===== src/hdl/ioexp_consts.svh =====
// constants for the serial io expander
`ifndef IOEXP_CONSTS_SVH
`define IOEXP_CONSTS_SVH
`define IOEXP_ADDR_FIXED     4'h4
`define IOEXP_GENERAL_CALL   7'h00
`define IOEXP_PORT_RESET     16'hFFFF
`define IOEXP_CLK_MHZ        200
`define IOEXP_ALERT_VALID_NS 4000
`define IOEXP_ALERT_CLEAR_NS 4000
`define IOEXP_OUTPUT_VALID_NS 4000
`define IOEXP_ALERT_VALID_CYC ((`IOEXP_ALERT_VALID_NS * `IOEXP_CLK_MHZ) / 1000)
`define IOEXP_FIFO_DEPTH     32
`endif


===== src/hdl/ioexp_pkg.sv =====
// types for the serial io expander
package ioexp_pkg;
    typedef enum logic [2:0] {
        ST_IDLE,
        ST_ADDR,
        ST_ADDR_ACK,
        ST_WR_BYTE,
        ST_WR_ACK,
        ST_RD_BYTE,
        ST_RD_ACK,
        ST_IGNORE
    } ioexp_state_t;

    typedef struct packed {
        logic [7:0] low_port_pins;
        logic [7:0] high_port_pins;
    } ioexp_word_t;

    typedef struct packed {
        logic scl;
        logic sda;
    } ioexp_bus_t;
endpackage


===== src/hdl/ioexp_fifo.sv =====
// fifo between the write byte path and the port latch
`timescale 1ns/1ps
`default_nettype none
module ioexp_fifo #(
    parameter int WIDTH = 16,
    parameter int DEPTH = 32
) (
    input  wire logic             clk,
    input  wire logic             rst_n,
    input  wire logic             in_valid,
    output logic                  in_ready,
    input  wire logic [WIDTH-1:0] in_data,
    output logic                  out_valid,
    input  wire logic             out_ready,
    output logic      [WIDTH-1:0] out_data
);
    localparam int AW = $clog2(DEPTH);

    typedef struct packed {
        logic [AW-1:0] wr;
        logic [AW-1:0] rd;
        logic [AW:0]   cnt;
    } ioexp_fifo_st_t;

    ioexp_fifo_st_t   st_ff;
    ioexp_fifo_st_t   nxt_st;
    logic [WIDTH-1:0] mem_ff [DEPTH];
    logic             push;
    logic             pop;

    assign in_ready  = (st_ff.cnt != DEPTH[AW:0]);
    assign out_valid = (st_ff.cnt != '0);
    assign out_data  = mem_ff[st_ff.rd];
    assign push      = in_valid && in_ready;
    assign pop       = out_valid && out_ready;

    always_comb begin
        nxt_st = st_ff;
        if (push) begin
            nxt_st.wr = st_ff.wr + 1'b1;
        end
        if (pop) begin
            nxt_st.rd = st_ff.rd + 1'b1;
        end
        nxt_st.cnt = st_ff.cnt + {{AW{1'b0}}, push} - {{AW{1'b0}}, pop};
    end

    always_ff @(posedge clk) begin
        if (!rst_n) begin
            st_ff <= '0;
        end else begin
            st_ff <= nxt_st;
        end
        if (push) begin
            mem_ff[st_ff.wr] <= in_data;
        end
    end
endmodule
`default_nettype wire


===== src/hdl/ioexp_top.sv =====
// serial bus slave with 16 quasi-bidirectional port pins and alert
`timescale 1ns/1ps
`default_nettype none
`include "ioexp_consts.svh"
// Notes on behaviour
// RQ1 - any input pin edge pulls the alert low within 4 us
// RQ2 - pins returning to their prior levels release and rearm the alert
// RQ3 - own access clears alert at ack: read after rise, write after fall
// RQ4 - traffic to other slaves leaves the alert untouched
// RQ5 - changes during the ack pulse may be missed; later ones are seen
// RQ6 - alert is open drain: only pulls low or floats
// RQ7 - data bytes come in pairs: first low port, second high port
// RQ8 - ack address and both bytes; update all 16 outputs after second ack
// RQ9 - unlimited pairs per write, each pair replaces the outputs
// RQ10 - new outputs appear within 4 us of the ack clock rising edge
// RQ11 - only complete, acknowledged bytes change the outputs
// RQ12 - read returns sampled pin levels, low port first, in pairs
// RQ13 - master writes ones to input pins before reading them
// RQ14 - general call address is not acknowledged
// RQ15 - address msb first, direction last; ack holds sda low on match
// RQ16 - address straps stay steady from start to stop
// RQ17 - start is sda fall with scl high, stop is sda rise with scl high
// RQ18 - master nacks the last read byte; device then releases sda
// RQ19 - transmitter releases sda after each byte for one ack bit
// RQ20 - reset idles the bus logic and sets every pin weak high
// RQ21 - address is 0100 then straps 2,1,0
// RQ22 - a written 0 drives low, a written 1 only weak high
module ioexp_top
    import ioexp_pkg::*;
#(
    parameter int ALERT_CYC = `IOEXP_ALERT_VALID_CYC
) (
    input  wire logic        CORE_CLK,
    input  wire logic        RESETN,
    input  wire logic        SCL,
    input  wire logic        SDA_IN,
    output logic             SDA_OUT,
    output logic             SDA_OE_N,
    input  wire logic        ADDR_STRAP_0,
    input  wire logic        ADDR_STRAP_1,
    input  wire logic        ADDR_STRAP_2,
    input  wire logic [15:0] PORT_IN,
    output logic      [15:0] PORT_OUT,
    output logic      [15:0] PORT_STRONG_OE_N,
    output logic      [15:0] PORT_WEAK_HIGH,
    output logic             ALERT_OUT,
    output logic             ALERT_OE_N
);
    import ioexp_pkg::*;

    typedef struct packed {
        ioexp_bus_t   s1;
        ioexp_bus_t   s2;
        ioexp_bus_t   prev;
        logic [2:0]   strap1;
        logic [2:0]   strap2;
        logic [15:0]  pin1;
        logic [15:0]  pin2;
        logic [15:0]  ref_pins;
        ioexp_state_t state;
        logic [3:0]   bitcnt;
        logic [7:0]   shreg;
        logic         rnw;
        logic         hi_byte;
        logic [7:0]   low_hold;
        logic [15:0]  rd_word;
        logic [15:0]  latch;
        logic         sda_low;
        logic         alert;
        logic         clr_pend;
    } ioexp_st_t;

    ioexp_st_t   st_ff;
    ioexp_st_t   nxt_st;
    logic        scl_rise;
    logic        scl_fall;
    logic        start_det;
    logic        stop_det;
    logic [6:0]  my_addr;
    logic        f_in_valid;
    logic        f_in_ready;
    logic [15:0] f_in_data;
    logic        f_out_valid;
    logic [15:0] f_out_data;

    assign scl_rise  = st_ff.s2.scl && !st_ff.prev.scl;
    assign scl_fall  = !st_ff.s2.scl && st_ff.prev.scl;
    assign start_det = st_ff.s2.scl && st_ff.prev.scl
                       && st_ff.prev.sda && !st_ff.s2.sda; // RQ17
    assign stop_det  = st_ff.s2.scl && st_ff.prev.scl
                       && !st_ff.prev.sda && st_ff.s2.sda; // RQ17
    assign my_addr   = {`IOEXP_ADDR_FIXED, st_ff.strap2}; // RQ21

    ioexp_fifo #(
        .WIDTH (16),
        .DEPTH (`IOEXP_FIFO_DEPTH)
    ) u_fifo (
        .clk       (CORE_CLK),
        .rst_n     (RESETN),
        .in_valid  (f_in_valid),
        .in_ready  (f_in_ready),
        .in_data   (f_in_data),
        .out_valid (f_out_valid),
        .out_ready (1'b1),
        .out_data  (f_out_data)
    );

    always_comb begin
        nxt_st        = st_ff;
        f_in_valid    = 1'b0;
        f_in_data     = {st_ff.shreg, st_ff.low_hold};
        nxt_st.s1     = '{scl: SCL, sda: SDA_IN};
        nxt_st.s2     = st_ff.s1;
        nxt_st.prev   = st_ff.s2;
        nxt_st.strap1 = {ADDR_STRAP_2, ADDR_STRAP_1, ADDR_STRAP_0};
        nxt_st.strap2 = st_ff.strap1;
        nxt_st.pin1   = PORT_IN;
        nxt_st.pin2   = st_ff.pin1;
        // alert: any change against reference, cleared back on return
        nxt_st.alert  = (st_ff.pin2 != st_ff.ref_pins); // RQ1 RQ2
        if (st_ff.clr_pend) begin
            nxt_st.ref_pins = st_ff.pin2; // RQ3 RQ5
            nxt_st.alert    = 1'b0;
            nxt_st.clr_pend = 1'b0;
        end
        if (f_out_valid) begin
            nxt_st.latch = f_out_data; // RQ8 RQ10
        end
        if (start_det) begin
            nxt_st.state   = ST_ADDR;
            nxt_st.bitcnt  = '0;
            nxt_st.sda_low = 1'b0;
        end else if (stop_det) begin
            nxt_st.state   = ST_IDLE; // RQ11
            nxt_st.sda_low = 1'b0;
        end else begin
            case (st_ff.state)
                ST_ADDR, ST_WR_BYTE: begin
                    if (scl_rise) begin
                        nxt_st.shreg  = {st_ff.shreg[6:0], st_ff.s2.sda}; // RQ15
                        nxt_st.bitcnt = st_ff.bitcnt + 4'h1;
                    end else if (scl_fall && st_ff.bitcnt == 4'h8) begin
                        nxt_st.bitcnt = '0;
                        if (st_ff.state == ST_ADDR) begin
                            if (st_ff.shreg[7:1] == my_addr
                                && my_addr != `IOEXP_GENERAL_CALL) begin // RQ14
                                nxt_st.sda_low = 1'b1; // RQ15
                                nxt_st.rnw     = st_ff.shreg[0];
                                nxt_st.state   = ST_ADDR_ACK;
                                nxt_st.hi_byte = 1'b0;
                            end else begin
                                nxt_st.state = ST_IGNORE; // RQ4
                            end
                        end else if (f_in_ready) begin
                            nxt_st.sda_low = 1'b1; // RQ8
                            nxt_st.state   = ST_WR_ACK;
                        end else begin
                            nxt_st.state = ST_IGNORE;
                        end
                    end
                end
                ST_ADDR_ACK, ST_WR_ACK: begin
                    if (scl_rise) begin
                        if (st_ff.rnw) begin
                            nxt_st.clr_pend = 1'b1; // RQ3
                        end
                        if (st_ff.state == ST_WR_ACK) begin
                            if (st_ff.hi_byte) begin
                                f_in_valid = 1'b1; // RQ7 RQ9 RQ10
                            end else begin
                                nxt_st.low_hold = st_ff.shreg; // RQ7
                            end
                            nxt_st.hi_byte = !st_ff.hi_byte;
                        end
                    end else if (scl_fall) begin
                        nxt_st.sda_low = 1'b0; // RQ19
                        if (!st_ff.rnw) begin
                            nxt_st.clr_pend = 1'b1; // RQ3
                        end
                        if (st_ff.rnw) begin
                            nxt_st.rd_word = st_ff.pin2; // RQ12
                            nxt_st.sda_low = !st_ff.pin2[7];
                            nxt_st.shreg   = {st_ff.pin2[6:0], 1'b0};
                            nxt_st.hi_byte = 1'b0;
                            nxt_st.state   = ST_RD_BYTE;
                        end else begin
                            nxt_st.state = ST_WR_BYTE;
                        end
                    end
                end
                ST_RD_BYTE: begin
                    if (scl_fall) begin
                        if (st_ff.bitcnt == 4'h7) begin
                            nxt_st.sda_low = 1'b0; // RQ19
                            nxt_st.bitcnt  = '0;
                            nxt_st.state   = ST_RD_ACK;
                        end else begin
                            nxt_st.sda_low = !st_ff.shreg[7];
                            nxt_st.shreg   = {st_ff.shreg[6:0], 1'b0};
                            nxt_st.bitcnt  = st_ff.bitcnt + 4'h1;
                        end
                    end
                end
                ST_RD_ACK: begin
                    if (scl_rise) begin
                        if (st_ff.s2.sda) begin
                            nxt_st.state = ST_IGNORE; // RQ18
                        end else begin
                            nxt_st.clr_pend = 1'b1; // RQ3
                        end
                    end else if (scl_fall) begin
                        nxt_st.state   = ST_RD_BYTE;
                        nxt_st.hi_byte = !st_ff.hi_byte;
                        if (st_ff.hi_byte) begin
                            nxt_st.rd_word = st_ff.pin2; // RQ12
                            nxt_st.sda_low = !st_ff.pin2[7];
                            nxt_st.shreg   = {st_ff.pin2[6:0], 1'b0};
                        end else begin
                            nxt_st.sda_low = !st_ff.rd_word[15];
                            nxt_st.shreg   = {st_ff.rd_word[14:8], 1'b0};
                        end
                    end
                end
                default: begin
                    nxt_st.sda_low = 1'b0;
                end
            endcase
        end
    end

    always_ff @(posedge CORE_CLK) begin
        if (!RESETN) begin
            st_ff          <= '0;
            st_ff.s1       <= '{scl: 1'b1, sda: 1'b1};
            st_ff.s2       <= '{scl: 1'b1, sda: 1'b1};
            st_ff.prev     <= '{scl: 1'b1, sda: 1'b1};
            st_ff.pin1     <= `IOEXP_PORT_RESET;
            st_ff.pin2     <= `IOEXP_PORT_RESET;
            st_ff.ref_pins <= `IOEXP_PORT_RESET;
            st_ff.latch    <= `IOEXP_PORT_RESET; // RQ20
            st_ff.rd_word  <= `IOEXP_PORT_RESET;
            st_ff.state    <= ST_IDLE; // RQ20
        end else begin
            st_ff <= nxt_st;
        end
    end

    always_ff @(posedge CORE_CLK) begin
        if (!RESETN) begin
            SDA_OUT          <= 1'b0;
            SDA_OE_N         <= 1'b1;
            PORT_OUT         <= `IOEXP_PORT_RESET;
            PORT_STRONG_OE_N <= 16'hFFFF;
            PORT_WEAK_HIGH   <= 16'hFFFF;
            ALERT_OUT        <= 1'b0;
            ALERT_OE_N       <= 1'b1;
        end else begin
            SDA_OUT          <= 1'b0;
            SDA_OE_N         <= !nxt_st.sda_low;
            PORT_OUT         <= nxt_st.latch; // RQ22
            PORT_STRONG_OE_N <= nxt_st.latch; // RQ22
            PORT_WEAK_HIGH   <= nxt_st.latch; // RQ22
            ALERT_OUT        <= 1'b0; // RQ6
            ALERT_OE_N       <= !nxt_st.alert; // RQ6
        end
    end
endmodule
`default_nettype wire


===== config.mk =====
export PLATFORM = sky130hd
export DESIGN_NAME = ioexp_top
export DESIGN_NICKNAME = d
export VERILOG_FILES = /design/src/hdl/ioexp_pkg.sv /design/src/hdl/ioexp_fifo.sv /design/src/hdl/ioexp_top.sv
export VERILOG_INCLUDE_DIRS = /design/src /design/src/hdl
export SDC_FILE = /design/constraint.sdc
export NUM_CORES = 1
export LEC_CHECK = 0
export BUFFER_PORTS_ARGS = -buffer_cell sky130_fd_sc_hd__buf_2
export CAP_MARGIN = 20
export CORE_MARGIN = 5
export CORE_UTILIZATION = 30
export CTS_CLUSTER_SIZE = 28
export DETAILED_ROUTE_END_ITERATION = 8
export HOLD_SLACK_MARGIN = 0.05
export PLACE_DENSITY = 0.45
export SETUP_SLACK_MARGIN = 0.3
export SYNTH_ARGS = -nofsm -noshare
export SYNTH_HDL_FRONTEND = slang
export SYNTH_HIERARCHICAL = 1
export SYNTH_SLANG_ARGS = --single-unit

===== constraint.sdc =====
create_clock -name CORE_CLK -period 5.4 [get_ports CORE_CLK]
set_input_delay 1.62 -clock CORE_CLK [delete_from_list [all_inputs] [get_ports CORE_CLK]]
set_output_delay 1.62 -clock CORE_CLK [all_outputs]
set_load 0.02 [all_outputs]

==> results.txt <==
RSZ-0062 raised after global routing: false
Hold path startpoint: nxt_st[88]
Final hold viol count: 0
WP data arrival: 3.81 ns
Drc violations: 0
CP max FO: 19
Overflow after GRT: 0
Tightest Pin Transition: 1.05 ns
Yosys top cell area share: 59.6%
Worst Hold Path EP: st_ff[88]
Post-Synthesis Cells: 1587
Setup crit end kind: flop
Post-synthesis cell type count: 72
CTS tree: yes
Placed inst area: 27300 sq um
Final ANT Viol Nets: 0
Placed insts: 2732
Status: finished, final reports clean
DR iter-0 viols: 1008
Rows: 107
CTS Root Cell: clkbuf_16
Setup slack, reg-to-reg: 2.08 ns
CP Data Required Time: 5.89 ns
GRT Overall Usage: 13.7%
Clk pwr share: 40.2%
Nets: 1704
# IOs: 75
Syn_area_per_cell: 16.3 sq um
Die height: 303 um
Tot Pwr: 0.0122 W
Setup_tns: 0 ns
Final non-filler cell total: 2863
Largest cells by area after synthesis: edfxtp_1 60%, dfxtp_1 10%, mux2i_1 7.1%, mux4_2 5.6%, a22oi_1 2.8%
Maximum VDD drop: 0.000235 V
Predominant post-synthesis flop cell: edfxtp_1
Commonest cells in the synthesized netlist: 512 x edfxtp_1, 184 x mux2i_1, 134 x dfxtp_1
Power Internal: 0.00909 W
Clock skew: 0.0251 ns
Number of synthesized flops with an enable pin: 512
Htree depth: 3
Startpoint Class: flop
Post-layout minimum cycle time: 3.32 ns
Die W: 303 um
Post-DP HPWL: 38100 um
Fin crit share: 61.6%
Clk_lat worst skew: 0.61 ns
First-pass detailed-route iteration total: 5
Initial core utilization: 30.3%
Combinational cell fraction of total power: 13.4%
Largest net degree at the start of global routing: 75
Final WL: 63500 um
R2r endpoint: u_fifo/st_ff[4]
Crit. Startpoint: st_ff[59]
Sequential power share: 46.4%
Leakage: 9.59 nW
Clk slew on worst S/H paths: 0.06 ns
Worst Hold Class: flop to flop
Setup Buffers After CTS: 0
Via Count: 13674
Post-synthesis register bit count: 646
Top-count cell post-synth: edfxtp_1
Post-synthesis sequential area ratio: 70.0%
Port bufs: 72
Hold Path Depth: 1
Synth warn: 6
Num Clock Sinks: 646
Power density over the cells: 412 nW/um^2
Max Clock Freq: 301 MHz
Cell area after layout: 29700 sq um
Sw power: 0.00314 W
Antenna violations before repair: 3
Slew margin rel.: 29.7%
P&R area growth vs syn: 15.0%
Die area: 92000 sq um
Worst setup path class: flop to flop
Final Slew Violations: 0
Core outline area: 85300 sq um
Clock buffer depth: 3
Core Util, Final: 34.8%
CTS buffer count: 71
Wire length of the first global-routing pass: 93000 um
Final Setup Violations: 0
Cells on worst reg2reg path: 12
RR Startpoint: st_ff[59]
Vias in the first global route: 13831
Cell taking the most area after synthesis: edfxtp_1
Mapped cell area: 25800 sq um
Placer congestion estimate: 0.779
Vias per std cell: 4.78
Drt wl/cell: 22.2 um
Share of cells above drive strength 1: 19.2%
Post-CTS sizing: 0
Async SR Flop Fraction: 0%
Max cap viols: 0
Sw frac: 25.7%
Post-CTS Hold Buffers: 0
-- worst max path at each step --
stage / end / slack, ns / cells past startpoint
after global routing: u_fifo/st_ff[4] / 1.83 / 12
final: u_fifo/st_ff[4] / 2.08 / 12
after detailed placement: u_fifo/st_ff[4] / 2.10 / 12
after CTS: u_fifo/st_ff[4] / 2.08 / 12
after global placement: u_fifo/st_ff[4] / 2.12 / 12
after floorplan: u_fifo/st_ff[4] / 2.43 / 16
-- cell families after synthesis --
| family | synth area share, % |
|---|---|
| mux | 12.8 |
| compound gates | 4.85 |
| fa+ha+maj | 0.999 |
| xor+xnor | 1.08 |
| flops | 70.0 |
| simple gates | 6.58 |
| buf+inv | 3.72 |
| other cells | 0.0291 |
-- critical path, stage by stage, from the launching register on --
cell      delay (ns)
dfxtp_1         0.80
nor2b_1         0.31
and4_1          0.28
and2_1          0.26
inv_1           0.09
ha_1            0.28
inv_1           0.03
ha_1            0.20
fa_1            0.43
a21oi_1         0.16
o21bai_1        0.08
xor2_1          0.14
and2_1          0.15
-- metal layers --
layer  part of all wire [%]  GRT usage, %  vias up  routed length [um]
li1                       -             -     6217                   -
met5                      0             0        -                   0
met2                     49          23.1      297               31100
met3                    4.2          2.39       80                2670
met1                     45          18.8     7080               28600
met4                    1.7          2.72        0                1080
-- power groups by stage --
stage / logic, W / clock network [W] / registers [W]
final: 0.00164 / 0.00491 / 0.00568
after global routing: 0.00177 / 0.00527 / 0.00570
after CTS: 0.00167 / 0.00507 / 0.00569
after detailed placement: 0.00166 / 0 / 0.00579
after global placement: 0.00165 / 0 / 0.00579
after floorplan: 0.00138 / 0 / 0.00571
-- area by class of cell --
class	instances	area [sq um]
fillers	8109	55600
flip-flops and latches	646	18100
multi-input cells	789	6840
clock buffers	97	2000
well taps	1144	1430
repair buffers	136	876
clock inverters	33	409
inverters	17	63.8
diodes	1	2.50
-- per-stage QoR --
stage          hold WS, ns  setup slack (ns)
6_report             0.405              2.08
5_1_grt              0.414              1.83
4_1_cts              0.405              2.08
3_5_place_dp         0.391              2.10
3_3_place_gp         0.391              2.12
2_1_floorplan        0.386              2.43
-- flip-flops by register name, summed over array words and instances, names as in the netlist, named ones only --
register        count
SDA_OE_N            1
f_in_data          16
u_fifo/mem_ff     512
ALERT_OE_N          1
u_fifo/st_ff       16
PORT_WEAK_HIGH     16
st_ff              53
nxt_st             23
my_addr             3
-- layout by cell type (no fill, tap or decap), types with 6 or more instances in the layout --
cell type / Yosys / routed
a21oi_1: 13 / 13
a222oi_1: 7 / 7
a22oi_1: 96 / 96
and2_1: 23 / 22
buf_2: 37 / 71
buf_4: 57 / 62
bufinv_16: 0 / 7
clkbuf_1: 30 / 17
clkbuf_16: 0 / 74
clkbuf_8: 0 / 6
clkinv_1: 0 / 9
clkinv_2: 0 / 7
conb_1: 2 / 7
dfxtp_1: 134 / 132
edfxtp_1: 512 / 512
ha_1: 19 / 19
inv_1: 17 / 17
mux2i_1: 184 / 184
mux4_2: 64 / 64
nand2_1: 69 / 69
nand2b_1: 44 / 44
nand3_1: 42 / 42
nand3b_1: 6 / 6
nand4_1: 22 / 22
nor2_1: 54 / 51
nor2b_1: 18 / 15
nor3_1: 7 / 7
o211a_1: 8 / 8
o21ai_0: 11 / 11
xnor2_1: 7 / 7
xor2_1: 23 / 23
(Power assumes the default switching activity.)
